$ cat config.mk
export PLATFORM = sky130hd
export DESIGN_NAME = hpp_config_regs
export DESIGN_NICKNAME = d
export VERILOG_FILES = /design/src/hpp_pkg.sv /design/src/hpp_config_regs.sv /design/src/hpp_overload_timer.sv
export SDC_FILE = /design/constraint.sdc
export NUM_CORES = 1
export LEC_CHECK = 0
export BUFFER_PORTS_ARGS = -buffer_cell sky130_fd_sc_hd__buf_2
export CORE_MARGIN = 1
export CORE_UTILIZATION = 62
export CTS_CLUSTER_DIAMETER = 150
export DETAILED_ROUTE_END_ITERATION = 16
export GPL_ROUTABILITY_DRIVEN = 1
export PLACE_DENSITY = 0.85
export SYNTH_ARGS = -nofsm -noshare
export SYNTH_HDL_FRONTEND = slang
export SYNTH_SLANG_ARGS = --single-unit
export TNS_END_PERCENT = 50
$ cat constraint.sdc
create_clock -name clock_i -period 6.55 [get_ports clock_i]
set_clock_uncertainty 0.2 [all_clocks]
set_input_delay 1.31 -clock clock_i [delete_from_list [all_inputs] [get_ports clock_i]]
set_output_delay 1.31 -clock clock_i [all_outputs]
set_load 0.1 [all_outputs]
$ cat src/hpp_pkg.sv
// Constants shared by the hub port power configuration register bank.
// Assumes a byte-wide register port driven by an external serial slave
// engine that presents one decoded register access per clock.
//
// Notes on behaviour
// - Config one bit 7 picks power mode: 0 bus, 1 self powered.
// - With dynamic switching on, sense pin decides power mode, not bit 7.
// - Config one bit 5 set forces full-speed-only attachment.
// - Config one bit 3 set suppresses end-of-packet at EOF1 in full speed.
// - Overload sense field 2:1: 00 ganged, 01 reserved, 1x unsupported.
// - Config two bit 7 enables automatic fallback to bus power and return.
// - Config two bits 5:4 select overload delay 0.1, 2, 4 or 6 ms.
// - Config two bit 3 reports hub is part of a compound device.
// - Fixed port mask bits 1 and 2 mark ports fixed; others read zero.
// - Self powered: local port-off mask bits 1 and 2 disable ports.
// - Bus powered: upstream port-off mask bits 1 and 2 disable ports.
// - Local max draw value counts 2 mA steps; 50 means 100 mA.
// - Hardware reset clears every register in the bank to 0x00.
// - Once lock bit set, config range writes ignored until hardware reset.
package hpp_pkg;

	// ------------------------------------------------------------
	// Register offsets
	// ------------------------------------------------------------
	localparam logic [7:0] HPP_OFS_STATUS    = 8'h00;
	localparam logic [7:0] HPP_OFS_CFG_ONE   = 8'h07;
	localparam logic [7:0] HPP_OFS_CFG_TWO   = 8'h08;
	localparam logic [7:0] HPP_OFS_FIXED     = 8'h09;
	localparam logic [7:0] HPP_OFS_OFF_LOCAL = 8'h0a;
	localparam logic [7:0] HPP_OFS_OFF_UP    = 8'h0b;
	localparam logic [7:0] HPP_OFS_MAX_LOCAL = 8'h0c;
	localparam logic [7:0] HPP_OFS_LOCK_LO   = 8'h01;
	localparam logic [7:0] HPP_OFS_LOCK_HI   = 8'h10;

	// ------------------------------------------------------------
	// Field positions and masks
	// ------------------------------------------------------------
	localparam int HPP_BIT_SRC_SEL     = 7;
	localparam int HPP_BIT_FAST_INH    = 5;
	localparam int HPP_BIT_EOP_SUPP    = 3;
	localparam int HPP_BIT_SENSE_LO    = 1;
	localparam int HPP_BIT_DYNAMIC     = 7;
	localparam int HPP_BIT_DELAY_LO    = 4;
	localparam int HPP_BIT_COMPOUND    = 3;
	localparam int HPP_BIT_LOCK        = 1;
	localparam logic [7:0] HPP_MASK_CFG_ONE = 8'hae;
	localparam logic [7:0] HPP_MASK_CFG_TWO = 8'hb8;
	localparam logic [7:0] HPP_MASK_PORTS   = 8'h06;
	localparam logic [7:0] HPP_MASK_STATUS  = 8'h02;
	localparam logic [7:0] HPP_RESET_VALUE  = 8'h00;

	// ------------------------------------------------------------
	// Overload delay times and cycle counts at 40 MHz
	// ------------------------------------------------------------
	localparam int HPP_CLK_HZ         = 40_000_000;
	localparam int HPP_DELAY_US_0     = 100;
	localparam int HPP_DELAY_US_1     = 2000;
	localparam int HPP_DELAY_US_2     = 4000;
	localparam int HPP_DELAY_US_3     = 6000;
	localparam int HPP_CYC_PER_US     = HPP_CLK_HZ / 1_000_000;
	localparam int HPP_DELAY_CYC_0    = HPP_DELAY_US_0 * HPP_CYC_PER_US;
	localparam int HPP_DELAY_CYC_1    = HPP_DELAY_US_1 * HPP_CYC_PER_US;
	localparam int HPP_DELAY_CYC_2    = HPP_DELAY_US_2 * HPP_CYC_PER_US;
	localparam int HPP_DELAY_CYC_3    = HPP_DELAY_US_3 * HPP_CYC_PER_US;
	localparam int HPP_DELAY_W        = 18;

	// Milliamps per count of the max draw value
	localparam int HPP_MA_PER_STEP    = 2;

	// Overload sense modes
	typedef enum logic [1:0] {
		HPP_SENSE_GANGED   = 2'b00,
		HPP_SENSE_RESERVED = 2'b01,
		HPP_SENSE_NONE_A   = 2'b10,
		HPP_SENSE_NONE_B   = 2'b11
	} hpp_sense_t;

endpackage

$ cat src/hpp_config_regs.sv
// Hub port power configuration register bank with derived settings.
// Assumes a serial slave engine outside presents byte-wide register
// accesses (address, write strobe, data) synchronous to clock_i.
module hpp_config_regs
	import hpp_pkg::*;
#(
	parameter int NUM_PORTS = 2,
	parameter int CYC_0     = HPP_DELAY_CYC_0,
	parameter int CYC_1     = HPP_DELAY_CYC_1,
	parameter int CYC_2     = HPP_DELAY_CYC_2,
	parameter int CYC_3     = HPP_DELAY_CYC_3
) (
	input  wire logic                 clock_i,
	input  wire logic                 sys_rst_i,
	input  wire logic                 clk_en_i,
	input  wire logic [7:0]           reg_addr_i,
	input  wire logic                 reg_wr_i,
	input  wire logic [7:0]           reg_wdata_i,
	output logic [7:0]                reg_rdata_o,
	input  wire logic                 local_power_sense_pin_i,
	input  wire logic                 overload_raw_i,
	output logic                      self_powered_o,
	output logic                      fast_mode_inhibit_o,
	output logic                      frame_end_packet_suppress_o,
	output logic [1:0]                overload_sense_mode_o,
	output logic                      overload_sense_on_o,
	output logic                      overload_o,
	output logic                      compound_o,
	output logic [NUM_PORTS:1]        fixed_port_bits_o,
	output logic [NUM_PORTS:1]        port_enabled_o,
	output logic [9:0]                max_draw_local_ma_o,
	output logic                      config_locked_o
);

	// ------------------------------------------------------------
	// Storage
	// ------------------------------------------------------------
	logic [7:0] hub_config_byte_one_q;
	logic [7:0] hub_config_byte_two_q;
	logic [7:0] fixed_port_mask_q;
	logic [7:0] port_off_mask_local_power_q;
	logic [7:0] port_off_mask_upstream_power_q;
	logic [7:0] max_draw_local_power_q;
	logic       config_lock_bit_q;
	logic       cfg_wr;
	logic       power_mode_d;
	logic [7:0] port_mask_d;

	// Address inside the lockable configuration range
	function automatic logic in_lock_range(input logic [7:0] a);
		in_lock_range = (a >= HPP_OFS_LOCK_LO) && (a <= HPP_OFS_LOCK_HI);
	endfunction

	// Port-defining registers keep only bits 1 and 2
	function automatic logic [7:0] port_bits(input logic [7:0] d);
		port_bits = d & HPP_MASK_PORTS;
	endfunction

	// ------------------------------------------------------------
	// Write qualification
	// ------------------------------------------------------------
	// lock blocks writes
	assign cfg_wr = reg_wr_i && clk_en_i && !config_lock_bit_q
	                && in_lock_range(reg_addr_i);

	// Lock bit is write once; only hardware reset clears it
	always_ff @(posedge clock_i or posedge sys_rst_i) begin
		if (sys_rst_i) begin
			config_lock_bit_q <= 1'b0;
		end else if (clk_en_i && reg_wr_i
		             && reg_addr_i == HPP_OFS_STATUS
		             && reg_wdata_i[HPP_BIT_LOCK]) begin
			config_lock_bit_q <= 1'b1;
		end
	end

	// Configuration registers; reserved bits are never stored so they
	// read back zero even if the host disobeys the zero-write policy.
	// reset to zero
	always_ff @(posedge clock_i or posedge sys_rst_i) begin
		if (sys_rst_i) begin
			hub_config_byte_one_q          <= HPP_RESET_VALUE;
			hub_config_byte_two_q          <= HPP_RESET_VALUE;
			fixed_port_mask_q              <= HPP_RESET_VALUE;
			port_off_mask_local_power_q    <= HPP_RESET_VALUE;
			port_off_mask_upstream_power_q <= HPP_RESET_VALUE;
			max_draw_local_power_q         <= HPP_RESET_VALUE;
		end else if (cfg_wr) begin
			case (reg_addr_i)
				HPP_OFS_CFG_ONE: begin
					hub_config_byte_one_q <= reg_wdata_i & HPP_MASK_CFG_ONE;
				end
				HPP_OFS_CFG_TWO: begin
					hub_config_byte_two_q <= reg_wdata_i & HPP_MASK_CFG_TWO;
				end
				HPP_OFS_FIXED: begin
					fixed_port_mask_q <= port_bits(reg_wdata_i);
				end
				HPP_OFS_OFF_LOCAL: begin
					port_off_mask_local_power_q <= port_bits(reg_wdata_i);
				end
				HPP_OFS_OFF_UP: begin
					port_off_mask_upstream_power_q <= port_bits(reg_wdata_i);
				end
				HPP_OFS_MAX_LOCAL: begin
					max_draw_local_power_q <= reg_wdata_i;
				end
				default: begin
				end
			endcase
		end
	end

	// ------------------------------------------------------------
	// Read path
	// ------------------------------------------------------------
	// Undefined or out-of-bank addresses read zero
	always_ff @(posedge clock_i or posedge sys_rst_i) begin
		if (sys_rst_i) begin
			reg_rdata_o <= HPP_RESET_VALUE;
		end else if (clk_en_i) begin
			case (reg_addr_i)
				HPP_OFS_STATUS:    reg_rdata_o <= {6'b0, config_lock_bit_q, 1'b0};
				HPP_OFS_CFG_ONE:   reg_rdata_o <= hub_config_byte_one_q;
				HPP_OFS_CFG_TWO:   reg_rdata_o <= hub_config_byte_two_q;
				HPP_OFS_FIXED:     reg_rdata_o <= fixed_port_mask_q;
				HPP_OFS_OFF_LOCAL: reg_rdata_o <= port_off_mask_local_power_q;
				HPP_OFS_OFF_UP:    reg_rdata_o <= port_off_mask_upstream_power_q;
				HPP_OFS_MAX_LOCAL: reg_rdata_o <= max_draw_local_power_q;
				default:           reg_rdata_o <= HPP_RESET_VALUE;
			endcase
		end
	end

	// ------------------------------------------------------------
	// Power mode resolution
	// ------------------------------------------------------------
	always_comb begin
		if (hub_config_byte_two_q[HPP_BIT_DYNAMIC]) begin
			power_mode_d = local_power_sense_pin_i;
		end else begin
			power_mode_d = hub_config_byte_one_q[HPP_BIT_SRC_SEL];
		end
	end

	// Registered mode; the pin is taken as already synchronous
	always_ff @(posedge clock_i or posedge sys_rst_i) begin
		if (sys_rst_i) begin
			self_powered_o <= 1'b0;
		end else if (clk_en_i) begin
			self_powered_o <= power_mode_d;
		end
	end

	// ------------------------------------------------------------
	// Port availability
	// ------------------------------------------------------------
	// mask by mode
	assign port_mask_d = power_mode_d ? port_off_mask_local_power_q
	                                  : port_off_mask_upstream_power_q;

	genvar gp;
	generate
		for (gp = 1; gp <= NUM_PORTS; gp++) begin : g_port
			always_ff @(posedge clock_i or posedge sys_rst_i) begin
				if (sys_rst_i) begin
					port_enabled_o[gp]    <= 1'b0;
					fixed_port_bits_o[gp] <= 1'b0;
				end else if (clk_en_i) begin
					port_enabled_o[gp]    <= !port_mask_d[gp];
					fixed_port_bits_o[gp] <= fixed_port_mask_q[gp];
				end
			end
		end
	endgenerate

	// ------------------------------------------------------------
	// Static settings driven out
	// ------------------------------------------------------------
	always_ff @(posedge clock_i or posedge sys_rst_i) begin
		if (sys_rst_i) begin
			fast_mode_inhibit_o         <= 1'b0;
			frame_end_packet_suppress_o <= 1'b0;
			overload_sense_mode_o       <= HPP_SENSE_GANGED;
			overload_sense_on_o         <= 1'b0;
			compound_o                  <= 1'b0;
			max_draw_local_ma_o         <= '0;
			config_locked_o             <= 1'b0;
		end else if (clk_en_i) begin
			fast_mode_inhibit_o <=
				hub_config_byte_one_q[HPP_BIT_FAST_INH];
			frame_end_packet_suppress_o <=
				hub_config_byte_one_q[HPP_BIT_EOP_SUPP];
			overload_sense_mode_o <=
				hub_config_byte_one_q[HPP_BIT_SENSE_LO +: 2];
			overload_sense_on_o <=
				(hub_config_byte_one_q[HPP_BIT_SENSE_LO +: 2]
				 == HPP_SENSE_GANGED);
			compound_o <= hub_config_byte_two_q[HPP_BIT_COMPOUND];
			max_draw_local_ma_o <= 10'(max_draw_local_power_q * HPP_MA_PER_STEP);
			config_locked_o     <= config_lock_bit_q;
		end
	end

	// ------------------------------------------------------------
	// Overload qualification
	// ------------------------------------------------------------
	logic overload_q;

	hpp_overload_timer #(
		.CYC_0 (CYC_0),
		.CYC_1 (CYC_1),
		.CYC_2 (CYC_2),
		.CYC_3 (CYC_3)
	) u_timer (
		.clock_i     (clock_i),
		.sys_rst_i   (sys_rst_i),
		.clk_en_i    (clk_en_i),
		.delay_sel_i (hub_config_byte_two_q[HPP_BIT_DELAY_LO +: 2]),
		.raw_i       (overload_raw_i && overload_sense_on_o),
		.qualified_o (overload_q)
	);

	// Unsupported sensing never reports overload
	assign overload_o = overload_q;

endmodule

$ cat src/hpp_overload_timer.sv
// Overload qualification timer: a raw overload flag must hold for the
// programmed delay before the qualified flag rises.
// Assumes the raw flag is synchronous to clock_i.
module hpp_overload_timer
	import hpp_pkg::*;
#(
	parameter int CYC_0 = HPP_DELAY_CYC_0,
	parameter int CYC_1 = HPP_DELAY_CYC_1,
	parameter int CYC_2 = HPP_DELAY_CYC_2,
	parameter int CYC_3 = HPP_DELAY_CYC_3
) (
	input  wire logic       clock_i,
	input  wire logic       sys_rst_i,
	input  wire logic       clk_en_i,
	input  wire logic [1:0] delay_sel_i,
	input  wire logic       raw_i,
	output logic            qualified_o
);

	logic [HPP_DELAY_W-1:0] count_q;
	logic [HPP_DELAY_W-1:0] limit;

	// Delay selection
	always_comb begin
		case (delay_sel_i)
			2'b00:   limit = HPP_DELAY_W'(CYC_0);
			2'b01:   limit = HPP_DELAY_W'(CYC_1);
			2'b10:   limit = HPP_DELAY_W'(CYC_2);
			default: limit = HPP_DELAY_W'(CYC_3);
		endcase
	end

	// Count while raw flag holds; a glitch restarts the wait
	always_ff @(posedge clock_i or posedge sys_rst_i) begin
		if (sys_rst_i) begin
			count_q     <= '0;
			qualified_o <= 1'b0;
		end else if (clk_en_i) begin
			if (!raw_i) begin
				count_q     <= '0;
				qualified_o <= 1'b0;
			end else if (count_q >= limit - 1'b1) begin
				qualified_o <= 1'b1;
			end else begin
				count_q <= count_q + 1'b1;
			end
		end
	end

endmodule

==> results of run 1 <==
-- power groups by stage --
stage / Clock, mW / Combinational (mW) / Sequential (mW)
6_report: 0.329 / 0.0581 / 0.449
5_1_grt: 0.348 / 0.0639 / 0.450
4_1_cts: 0.331 / 0.0585 / 0.448
3_5_place_dp: 0 / 0.0583 / 0.457
3_3_place_gp: 0 / 0.0567 / 0.457
2_1_floorplan: 0 / 0.0356 / 0.462
-- worst max-delay path by stage --
stage	slack, ns	start	endpoint	cells after the start
global route	2.63	hub_config_byte_two_q[4]	u_timer.count_q[5]	9
floorplan	3.24	sys_rst_i	compound_o	1
finish	2.89	hub_config_byte_two_q[4]	u_timer.count_q[7]	9
CTS	2.90	hub_config_byte_two_q[4]	u_timer.count_q[7]	9
global placement	2.98	clk_en_i	hub_config_byte_two_q[4]	5
detailed placement	2.93	clk_en_i	u_timer.count_q[10]	5
-- through the flow --
step / utilization [%] / instance area (um^2) / std cells / hold slack (ns)
3_3_place_gp: 69.03 / 4111 / 455 / 0.2876
2_1_floorplan: - / 3856 / 345 / 0.2875
3_5_place_dp: 69.03 / 4111 / 455 / 0.2905
5_1_grt: 72.10 / 4294 / 471 / 0.3258
4_1_cts: 72.10 / 4294 / 471 / 0.3107
6_report: 72.10 / 4294 / 471 / 0.3071
-- registers in the layout (all words and copies together), names as in the netlist, 4 cells and up --
| register | count |
|---|---|
| u_timer.count_q | 18 |
| max_draw_local_ma_o | 8 |
| max_draw_local_power_q | 8 |
| reg_rdata_o | 8 |
| hub_config_byte_one_q | 5 |
| hub_config_byte_two_q | 4 |
-- routing by layer --
layer	vias up	part of all wire, %	global-route usage [%]	wire length, um
li1	1387	-	-	-
met1	1502	42	34.90	3560
met2	124	51	47.23	4274
met3	15	5.6	5.393	474
met4	0	1.7	13.39	140
met5	-	0	0	0
-- synth_stat cells, drive strengths merged (5+ instances only) --
library cell / count / area [um^2]
dfrtp: 71 / 1777
mux2: 44 / 495.5
ha: 21 / 262.8
nand2: 20 / 77.58
inv: 18 / 67.56
a21oi: 17 / 85.08
nand3: 13 / 65.06
o21ai: 11 / 55.05
buf: 10 / 72.57
or4: 10 / 75.07
o31ai: 9 / 67.56
mux2i: 7 / 70.07
nand2b: 7 / 43.79
nand4: 7 / 50.05
nor2: 7 / 26.28
clkbuf: 6 / 23.77
and4: 5 / 48.80
or3: 5 / 31.28
-- logic make-up (layout without fill, tap and decap cells) --
family                     Yosys count  count (layout)  synth area share (%)
and+or+nand+nor                     98              98                 15.82
DFF                                 71              71                 46.12
AOI/OAI and AO/OA                   66              66                 11.76
muxes                               51              51                 14.68
buffers and inverters               34              85                 4.254
adders and majority gates           21              21                 6.820
xor gates and xnor gates             2               2                0.4548
other                                1               2               0.09734
-- critical path, stage by stage, from the launching register on --
cell and delay (ns):
dfrtp_1 0.45, inv_1 0.16, ha_1 0.24, nor2_1 0.08, ha_1 0.33, nand4_2 0.18
or4_1 0.58, o2bb2ai_2 0.91, o31ai_1 0.21, a21oi_1 0.23
-- final cells by class --
class,instances,area (um^2),share of cell area (%)
Multi-Input combinational cell,240,1916,44.61
Sequential cell,71,1777,41.38
Timing Repair Buffer,51,257.7,6.002
Clock buffer,10,137.6,3.205
Tap cell,75,93.84,2.185
Inverter,18,67.56,1.573
Clock inverter,6,45.04,1.049
==> results.md, run 1 <==
| Parameter | This run |
|---|---|
| Fraction of layout instances using a drive strength above 1 | 31.06% |
| End point of the most critical hold path | max_draw_local_ma_o[6] |
| RSZ-0062 raised after global routing | false |
| Endpoint class of the critical path | register |
| Number of detailed-route iterations in the first pass | 5 |
| Pint | 0.6076 mW |
| Max cap viols | 0 |
| Setup TNS Final | 0 ns |
| Residual DRC count | 0 |
| Total Wirelength | 8449 um |
| Part of the power in combinational logic | 7.0% |
| Clock Pin Slew Worst Setup and Hold Paths | 0.08 ns |
| Count of pins over their slew limit | 0 |
| Async set-reset flop share out of synthesis | 100.0% |
| Worst setup SP type | register |
| Sequential share of the synthesized area | 46.12% |
| Required time at the endpoint of the critical path | 6.61 ns |
| Number of clock sinks | 71 |
| Gpl congestion | 0.8390 |
| Starting Density | 64.68% |
| Maximum fanout count along the critical path | 33 |
| Number of global-route vias before repair | 2947 |
| Number of antenna violations at the first check in global routing | 0 |
| Layout filler cell count | 429 |
| Count of flip-flops with a built-in enable after synthesis | 0 |
| NumNets Final | 434 |
| Root buf cell | clkbuf_8 |
| Arrival @ worst endpoint | 3.71 ns |
| Gate count after technology mapping | 344 |
| Total power | 0.8357 mW |
| Placement row count | 28 |
| Layout-stage area growth over the synthesis result | 11.46% |
| Netlist Area Pre-Place | 3852 um^2 |
| Most frequent cells in the layout | dfrtp_1, buf_2, mux2_2, ha_1, nand2_1 |
| Path category of the worst min-delay check | reg2reg |
| Total CTS buffers | 9 |
| Proportion of power drawn by the clock network | 39.4% |
| Pin count of the biggest net entering global routing | 72 |
| Worst supply voltage drop on vdd | 0.1482 mV |
| Switching power | 0.2281 mW |
| Setup-violating endpoint count in the final report | 0 |
| Startpoint of the tightest hold check path | max_draw_local_ma_o[6] |
| IO Pins | 53 |
| Number of hold violations in the final report | 0 |
| Pwr per Cell Area | 194.6 nW/um^2 |
| Static Leakage | 2.066 nW |
| Run status | finished, final reports clean |
| Global-route wire length before repair | 13880 um |
| Minimum period implied by the final worst setup slack | 3.656 ns |
| Antenna fix cells | 0 |
| Switching Share | 27.30% |
| Worst slew margin relative to its limit | 21.49% |
| GRT Resource Usage Total | 28.15% |
| Setup WS pre-CTS | 2.928 ns |
| Seq cells post-synth | 71 |
| Mean routed wirelength per cell | 17.94 um |
| Half-perimeter wire length after placement | 5681 um |
| Average cell area after synthesis | 11.20 um^2 |
| Flop-to-flop setup slack | 2.89 ns |
| Level count of the clock H-tree | 3 |
| Detail-routed via count per cell | 6.429 |
| TritonCTS clock tree | yes |
| Final worst-path setup slack | 2.894 ns |
| Most instantiated flip-flop cell in the synthesis netlist | dfrtp_1 |
| Critical register-to-register path endpoint | u_timer.count_q[7] |
| Starting DRC count in detailed routing | 161 |
| Cell variety after synth | 59 |
| Sequential Power Share | 53.7% |
| Worst r2r src | hub_config_byte_two_q[4] |
| Number of cells traversed by the worst register-to-register path | 9 |
| Max frequency | 273.5 MHz |
| Core region area | 5956 um^2 |
| Total grt overflow | 0 |
| Die extent in x | 80.83 um |
| Count of nets left with antenna violations after detail routing | 0 |
| Most common cell after layout, fill and taps aside | dfrtp_1 |
| Kind of critical path | reg2reg |
| Via Count | 3028 |
| Port-buffer cells | 50 |
| Ys Warns | 0 |
| Die Outline Area | 6533 um^2 |
| Instance count along the most critical hold path | 1 |
| Count of buffers added by post-CTS timing repair for setup | 0 |
| Buffer depth of the longest clock path | 2 |
| CTS hold repair buffers | 0 |
| Count of instances resized after the clock tree is built | 0 |
| Transition time at the pin with the least slew margin | 1.171 ns |
| Die H | 80.83 um |
| Part of the cycle the worst path needs | 55.82% |
| Clock latency at the later pin of the worst-skew pair | 0.35 ns |
Note: power is estimated with default switching activity, not from simulation.
==> run 2, diff against run 1 <==
--- a/config.mk
+++ b/config.mk
@@ -7,11 +7,11 @@
 export LEC_CHECK = 0
 export BUFFER_PORTS_ARGS = -buffer_cell sky130_fd_sc_hd__buf_2
 export CORE_MARGIN = 1
-export CORE_UTILIZATION = 62
+export CORE_UTILIZATION = 52
 export CTS_CLUSTER_DIAMETER = 150
 export DETAILED_ROUTE_END_ITERATION = 16
 export GPL_ROUTABILITY_DRIVEN = 1
-export PLACE_DENSITY = 0.85
+export PLACE_DENSITY = 0.76
 export SYNTH_ARGS = -nofsm -noshare
 export SYNTH_HDL_FRONTEND = slang
 export SYNTH_SLANG_ARGS = --single-unit
==> constraint.sdc (replaced) <==
create_clock -name clock_i -period 3.2 [get_ports clock_i]
set_clock_uncertainty 0.2 [all_clocks]
set_input_delay 0.64 -clock clock_i [delete_from_list [all_inputs] [get_ports clock_i]]
set_output_delay 0.64 -clock clock_i [all_outputs]
set_load 0.1 [all_outputs]
==> run 2 against run 1 <==
- final cell count increased by 5.9%
- highest routed layer unchanged
- total power grew 120%
- cell area rose by 2.9%
- die area rose by 19%
- worst hold slack got worse by 0.13 ns
- sequential share of layout area fell by 1.2 points
- clock-buffer cell count unchanged
- utilization shrank 11 points
- clock power increased by 140%
- first-iteration DRC count down 50%
- sequential cell count unchanged
- largest cell class unchanged
- wire length is 2.5% lower
==> results.md, run 2 (synthesized netlist as in run 1, its figures left out) <==
| Parameter | This run | vs previous |
|---|---|---|
| Path category of the worst min-delay check | in2async |  |
| Layout-stage area growth over the synthesis result | 14.75% |  |
| Worst supply voltage drop on vdd | 0.3075 mV | +110% |
| Gpl congestion | 0.8140 | -3.0% |
| GRT Resource Usage Total | 23.21% | -4.9 points |
| TritonCTS clock tree | yes |  |
| Pin count of the biggest net entering global routing | 44 | -39% |
| NumNets Final | 438 | +0.92% |
| Antenna fix cells | 0 | unchanged |
| Residual DRC count | 0 | unchanged |
| Root buf cell | clkbuf_8 |  |
| IO Pins | 53 | unchanged |
| Clock Pin Slew Worst Setup and Hold Paths | 0.08 ns | about the same |
| Register with the most flip-flops | u_timer.count_q |  |
| Mean routed wirelength per cell | 16.50 um | -8.0% |
| Die H | 88.07 um | +9.0% |
| Number of antenna violations at the first check in global routing | 0 | unchanged |
| Static Leakage | 2.114 nW | +2.3% |
| Detail-routed via count per cell | 5.924 | -7.9% |
| Setup WS pre-CTS | 0.2624 ns | -2.666 ns |
| Utilization of the core after routing | 61.27% | -11 points |
| Cell Count, Final, Fillers Out | 499 | +5.9% |
| Kind of critical path | reg2reg |  |
| Minimum period implied by the final worst setup slack | 2.992 ns | -0.6641 ns |
| Most frequent cells in the layout | dfrtp_1, buf_2, mux2_2, ha_1, nand2_1 |  |
| Setup TNS Final | 0 ns | unchanged |
| Count of pins over their slew limit | 0 | unchanged |
| Count of instances resized after the clock tree is built | 0 | unchanged |
| Clock latency at the later pin of the worst-skew pair | 0.34 ns | about the same |
| Port-buffer cells | 50 | unchanged |
| Total Wirelength | 8235 um | -2.5% |
| Worst slew margin relative to its limit | 37.76% | +16 points |
| Core region area | 7214 um^2 | +21% |
| Placed Cells incl. Taps | 483 | +6.2% |
| Max frequency | 334.2 MHz | +22% |
| Most common cell after layout, fill and taps aside | dfrtp_1 |  |
| Fraction of layout instances using a drive strength above 1 | 31.75% | +0.69 points |
| Max cap viols | 0 | unchanged |
| Global-route wire length before repair | 13740 um | -0.99% |
| Count of buffers added by post-CTS timing repair for setup | 0 | unchanged |
| Number of detailed-route iterations in the first pass | 4 | -1 |
| Level count of the clock H-tree | 3 | unchanged |
| Part of the cycle the worst path needs | 93.50% | +38 points |
| Total grt overflow | 0 | unchanged |
| Setup-violating endpoint count in the final report | 0 | unchanged |
| Starting DRC count in detailed routing | 80 | -50% |
| Via Count | 2956 | -2.4% |
| Final worst hold slack | 0.1813 ns | -0.1258 ns |
| Arrival @ worst endpoint | 3.06 ns | -0.65 ns |
| Starting Density | 53.40% | -11 points |
| Number of hold violations in the final report | 0 | unchanged |
| Number of global-route vias before repair | 2795 | -5.2% |
| Number of clock sinks | 71 | unchanged |
| Die extent in x | 88.07 um | +9.0% |
| Flip-flop count of the largest register, all copies and words added | 18 | unchanged |
| Placement row count | 31 | +11% |
| Pwr per Cell Area | 416.7 nW/um^2 | +110% |
| Endpoint class of the critical path | register |  |
| Transition time at the pin with the least slew margin | 0.9215 ns | -0.2492 ns |
| Maximum fanout count along the critical path | 9 | -73% |
| RSZ-0062 raised after global routing | false |  |
| Run status | finished, final reports clean |  |
| Buffer depth of the longest clock path | 2 | unchanged |
| Final worst-path setup slack | 0.2080 ns | -2.686 ns |
| Total CTS buffers | 9 | unchanged |
| Half-perimeter wire length after placement | 5901 um | +3.9% |
| Die Outline Area | 7756 um^2 | +19% |
| Worst setup SP type | register |  |
| Required time at the endpoint of the critical path | 3.26 ns | -3.35 ns |
| Count of nets left with antenna violations after detail routing | 0 | unchanged |
| CTS hold repair buffers | 0 | unchanged |
==> run 2: changes by cell type in the layout (fill, tap and decap cells not counted), sizes merged <==
| cell | before | now |
|---|---|---|
| bufinv | 0 | 2 |
| clkinvlp | 3 | 1 |
| buf | 51 | 55 |
==> run 2: worst paths after layout <==
check,endpoint,cells past startpoint,slack (ns),startpoint
min in group clock_i,max_draw_local_ma_o[6],1,0.31,max_draw_local_ma_o[6]
worst min-delay path,u_timer.qualified_o,2,0.18,sys_rst_i
worst max-delay path,u_timer.count_q[10],9,0.21,hub_config_byte_two_q[5]
max in group asynchronous,reg_rdata_o[5],3,1.96,sys_rst_i
worst min register to register,max_draw_local_ma_o[6],1,0.31,max_draw_local_ma_o[6]
worst max register to register,u_timer.count_q[10],9,0.21,hub_config_byte_two_q[5]
==> run 2: metal layers <==
metal  global-route usage, %  part of all wire, %  vias up
met5                       0                    0        -
met4                   7.038                  1.4        0
met3                   4.524                  4.6       11
met2                   39.32                   49       87
met1                   30.22                   45     1474
li1                        -                    -     1384
==> run 2: critical path, cell delays in order, from the launching register on <==
cell and delay, ns:
dfrtp_1 0.48, inv_1 0.12, ha_1 0.31, inv_1 0.04
ha_1 0.31, a41o_1 0.23, a21oi_1 0.20, o211ai_1 0.31
or4_1 0.56, a21oi_1 0.16
==> run 2: stage by stage <==
| stage | total power [mW] | area (um^2) |
|---|---|---|
| 6_report | 1.842 | 4420 |
| 4_1_cts | 1.857 | 4418 |
| 3_5_place_dp | 1.059 | 4197 |
| 2_1_floorplan | 1.019 | 3856 |
| 5_1_grt | 1.906 | 4420 |
| 3_3_place_gp | 1.055 | 4197 |
==> run 2: power breakdown <==
part | leakage [nW] | total (mW) | switching (mW) | internal, mW
combinational | 1.04 | 0.122 | 0.0863 | 0.0358
sequential | 0.972 | 0.918 | 0.0124 | 0.906
clock | 0.107 | 0.801 | 0.357 | 0.445
total | 2.11 | 1.84 | 0.455 | 1.39
==> run 2: cell type report <==
| type | count | area [um^2] |
|---|---|---|
| multi-input cells | 240 | 1918 |
| clock inverters | 6 | 93.84 |
| repair buffers | 55 | 312.8 |
| well taps | 99 | 123.9 |
| clock buffers | 10 | 127.6 |
| fillers | 623 | 2794 |
| inverters | 18 | 67.56 |
| flip-flops and latches | 71 | 1777 |
==> run 3, diff against run 2 <==
--- a/config.mk
+++ b/config.mk
@@ -11,7 +11,7 @@
 export CTS_CLUSTER_DIAMETER = 150
 export DETAILED_ROUTE_END_ITERATION = 16
 export GPL_ROUTABILITY_DRIVEN = 1
-export PLACE_DENSITY = 0.76
+export PLACE_DENSITY_LB_ADDON = 0.1
 export SYNTH_ARGS = -nofsm -noshare
 export SYNTH_HDL_FRONTEND = slang
 export SYNTH_SLANG_ARGS = --single-unit
==> run 3 against run 2 <==
- clock power is 0.6% higher
- combinational power barely moved
- sequential cell count stayed put
- die area unchanged
- non-clock buffer count up 3
- utilization rose by 0.28 points
- critical path depth unchanged
- clock-buffer cell count stayed put
- highest routed layer unchanged
==> results.md, run 3 (synthesized netlist as in run 1, its figures left out) <==
| Parameter | This run | vs previous |
|---|---|---|
| Run status | finished, final reports clean |  |
| Layout filler cell count | 626 | +0.48% |
| Count of instances resized after the clock tree is built | 0 | unchanged |
| IO Pins | 53 | unchanged |
| Core region area | 7214 um^2 | unchanged |
| Worst setup SP type | register |  |
| Pin count of the biggest net entering global routing | 72 | +64% |
| Half-perimeter wire length after placement | 5808 um | -1.6% |
| Count of nets left with antenna violations after detail routing | 0 | unchanged |
| Worst path slowest cell | or4_1 |  |
| NumNets Final | 441 | +0.68% |
| Mean routed wirelength per cell | 16.29 um | -1.3% |
| Starting Density | 53.40% | unchanged |
| Setup WS pre-CTS | 0.1103 ns | -0.1521 ns |
| Detail-routed via count per cell | 5.819 | -1.8% |
| Placed Cells incl. Taps | 486 | +0.62% |
| Transition time at the pin with the least slew margin | 0.7698 ns | -0.1517 ns |
| Clock Pin Slew Worst Setup and Hold Paths | 0.08 ns | about the same |
| Cell Count, Final, Fillers Out | 502 | +0.60% |
| Worst supply voltage drop on vdd | 0.2719 mV | -12% |
| Family with the most delay on the worst path | compound AO/OA/AOI/OAI gates |  |
| Buffer depth of the longest clock path | 2 | unchanged |
| Most common cell after layout, fill and taps aside | dfrtp_1 |  |
| Antenna fix cells | 0 | unchanged |
| Minimum period implied by the final worst setup slack | 3.005 ns | +0.01341 ns |
| Die extent in x | 88.07 um | unchanged |
| Register with the most flip-flops | u_timer.count_q |  |
| Final worst-path setup slack | 0.1946 ns | -0.01341 ns |
| Number of global-route vias before repair | 2653 | -5.1% |
| Setup-violating endpoint count in the final report | 0 | unchanged |
| Port-buffer cells | 50 | unchanged |
| Die Outline Area | 7756 um^2 | unchanged |
| Kind of critical path | reg2reg |  |
| Static Leakage | 2.131 nW | +0.79% |
| Endpoint class of the critical path | register |  |
| Total grt overflow | 0 | unchanged |
| Root buf cell | clkbuf_8 |  |
| Clock latency at the later pin of the worst-skew pair | 0.35 ns | about the same |
| Worst slew margin relative to its limit | 48.45% | +11 points |
| Count of pins over their slew limit | 0 | unchanged |
| Global-route wire length before repair | 13230 um | -3.7% |
| RSZ-0062 raised after global routing | true |  |
| CTS hold repair buffers | 0 | unchanged |
| Total CTS buffers | 9 | unchanged |
| Number of hold violations in the final report | 0 | unchanged |
| Total buffers and inverters traversed by the critical path | 2 | unchanged |
| Number of clock sinks | 71 | unchanged |
| Starting DRC count in detailed routing | 107 | +34% |
| Highest cell delay on the worst timing path | 0.57 ns | about the same |
| Gpl congestion | 0.7630 | -6.3% |
| TritonCTS clock tree | yes |  |
| Total Wirelength | 8176 um | -0.72% |
| Flop-to-flop setup slack | 0.19 ns | about the same |
| Count of buffers added by post-CTS timing repair for setup | 0 | unchanged |
| Setup TNS Final | 0 ns | unchanged |
| Required time at the endpoint of the critical path | 3.27 ns | about the same |
| Flip-flop count of the largest register, all copies and words added | 18 | unchanged |
| Pwr per Cell Area | 415.8 nW/um^2 | -0.20% |
| Maximum fanout count along the critical path | 9 | unchanged |
| Level count of the clock H-tree | 3 | unchanged |
| Part of the cycle the worst path needs | 93.92% | +0.42 points |
| Max cap viols | 0 | unchanged |
| Layout-stage area growth over the synthesis result | 15.26% |  |
| Final design area excluding fillers | 4441 um^2 | +0.45% |
| Cell area after placement | 4219 um^2 | +0.54% |
| GRT Resource Usage Total | 22.65% | -0.55 points |
| Placement row count | 31 | unchanged |
| Number of detailed-route iterations in the first pass | 4 | unchanged |
| Worst path cell trace | inv_1 -> ha_1 -> inv_1 -> ha_1 -> a41o_1 -> a21oi_1 -> o211ai_1 -> or4_1 -> a21oi_1 |  |
| Die H | 88.07 um | unchanged |
| Fraction of layout instances using a drive strength above 1 | 32.01% | +0.26 points |
| Max frequency | 332.7 MHz | -0.45% |
| Residual DRC count | 0 | unchanged |
| Number of antenna violations at the first check in global routing | 0 | unchanged |
| Most frequent cells in the layout | dfrtp_1, buf_2, mux2_2, ha_1, nand2_1 |  |
| Path category of the worst min-delay check | in2async |  |
| Arrival @ worst endpoint | 3.07 ns | about the same |
| Via Count | 2921 | -1.2% |
-- run 3: changes by cell type in the layout (fill, tap and decap cells not counted), sizes merged --
cell / change
buf: +3
-- run 3: per-stage QoR --
stage                     total power, mW  hold slack [ns]  util [%]
final                               1.847           0.1498     61.55
after global routing                1.919           0.1865     61.55
after CTS                           1.863           0.1769     61.55
after detailed placement            1.060           0.2902     58.48
after global placement              1.058           0.2845     58.48
after floorplan                     1.019           0.2875         -
-- run 3: layout make-up --
cell class,count,area [um^2],share of cell area (%)
inverter,18,67.56,1.522
tap,99,123.9,2.790
clock inverter,6,93.84,2.113
clock buffer,10,127.6,2.874
multi-input combinational,240,1916,43.14
sequential,71,1777,40.01
timing repair buffer,58,335.3,7.551
-- run 3: per-layer routing --
layer	up-vias	routed length, um	GRT usage, %
met2	57	3878	36.36
met5	-	0	0
met1	1449	3893	30.86
li1	1402	-	-
met4	0	136	6.745
met3	13	267	5.090
-- run 3: final timing paths --
kind                                          start                 end  cells past startpoint
max                        hub_config_byte_two_q[5]  u_timer.count_q[8]                      9
min                                       sys_rst_i  u_timer.count_q[3]                      3
max reg2reg                hub_config_byte_two_q[5]  u_timer.count_q[8]                      9
min reg2reg                              compound_o          compound_o                      1
max in group asynchronous                 sys_rst_i      reg_rdata_o[3]                      3
min in group clock_i                     compound_o          compound_o                      1
-- run 3: report_power, final --
| group | internal [mW] | switching [mW] |
|---|---|---|
| registers | 0.906 | 0.0120 |
| clock network | 0.445 | 0.361 |
| logic | 0.0362 | 0.0866 |
| total | 1.39 | 0.460 |
-- run 3: worst register-to-register path, cell delays in order, from the launching register on --
cell      delay, ns
dfrtp_1        0.47
inv_1          0.11
ha_1           0.31
inv_1          0.05
ha_1           0.31
a41o_1         0.22
a21oi_1        0.20
o211ai_1       0.33
or4_1          0.57
a21oi_1        0.16
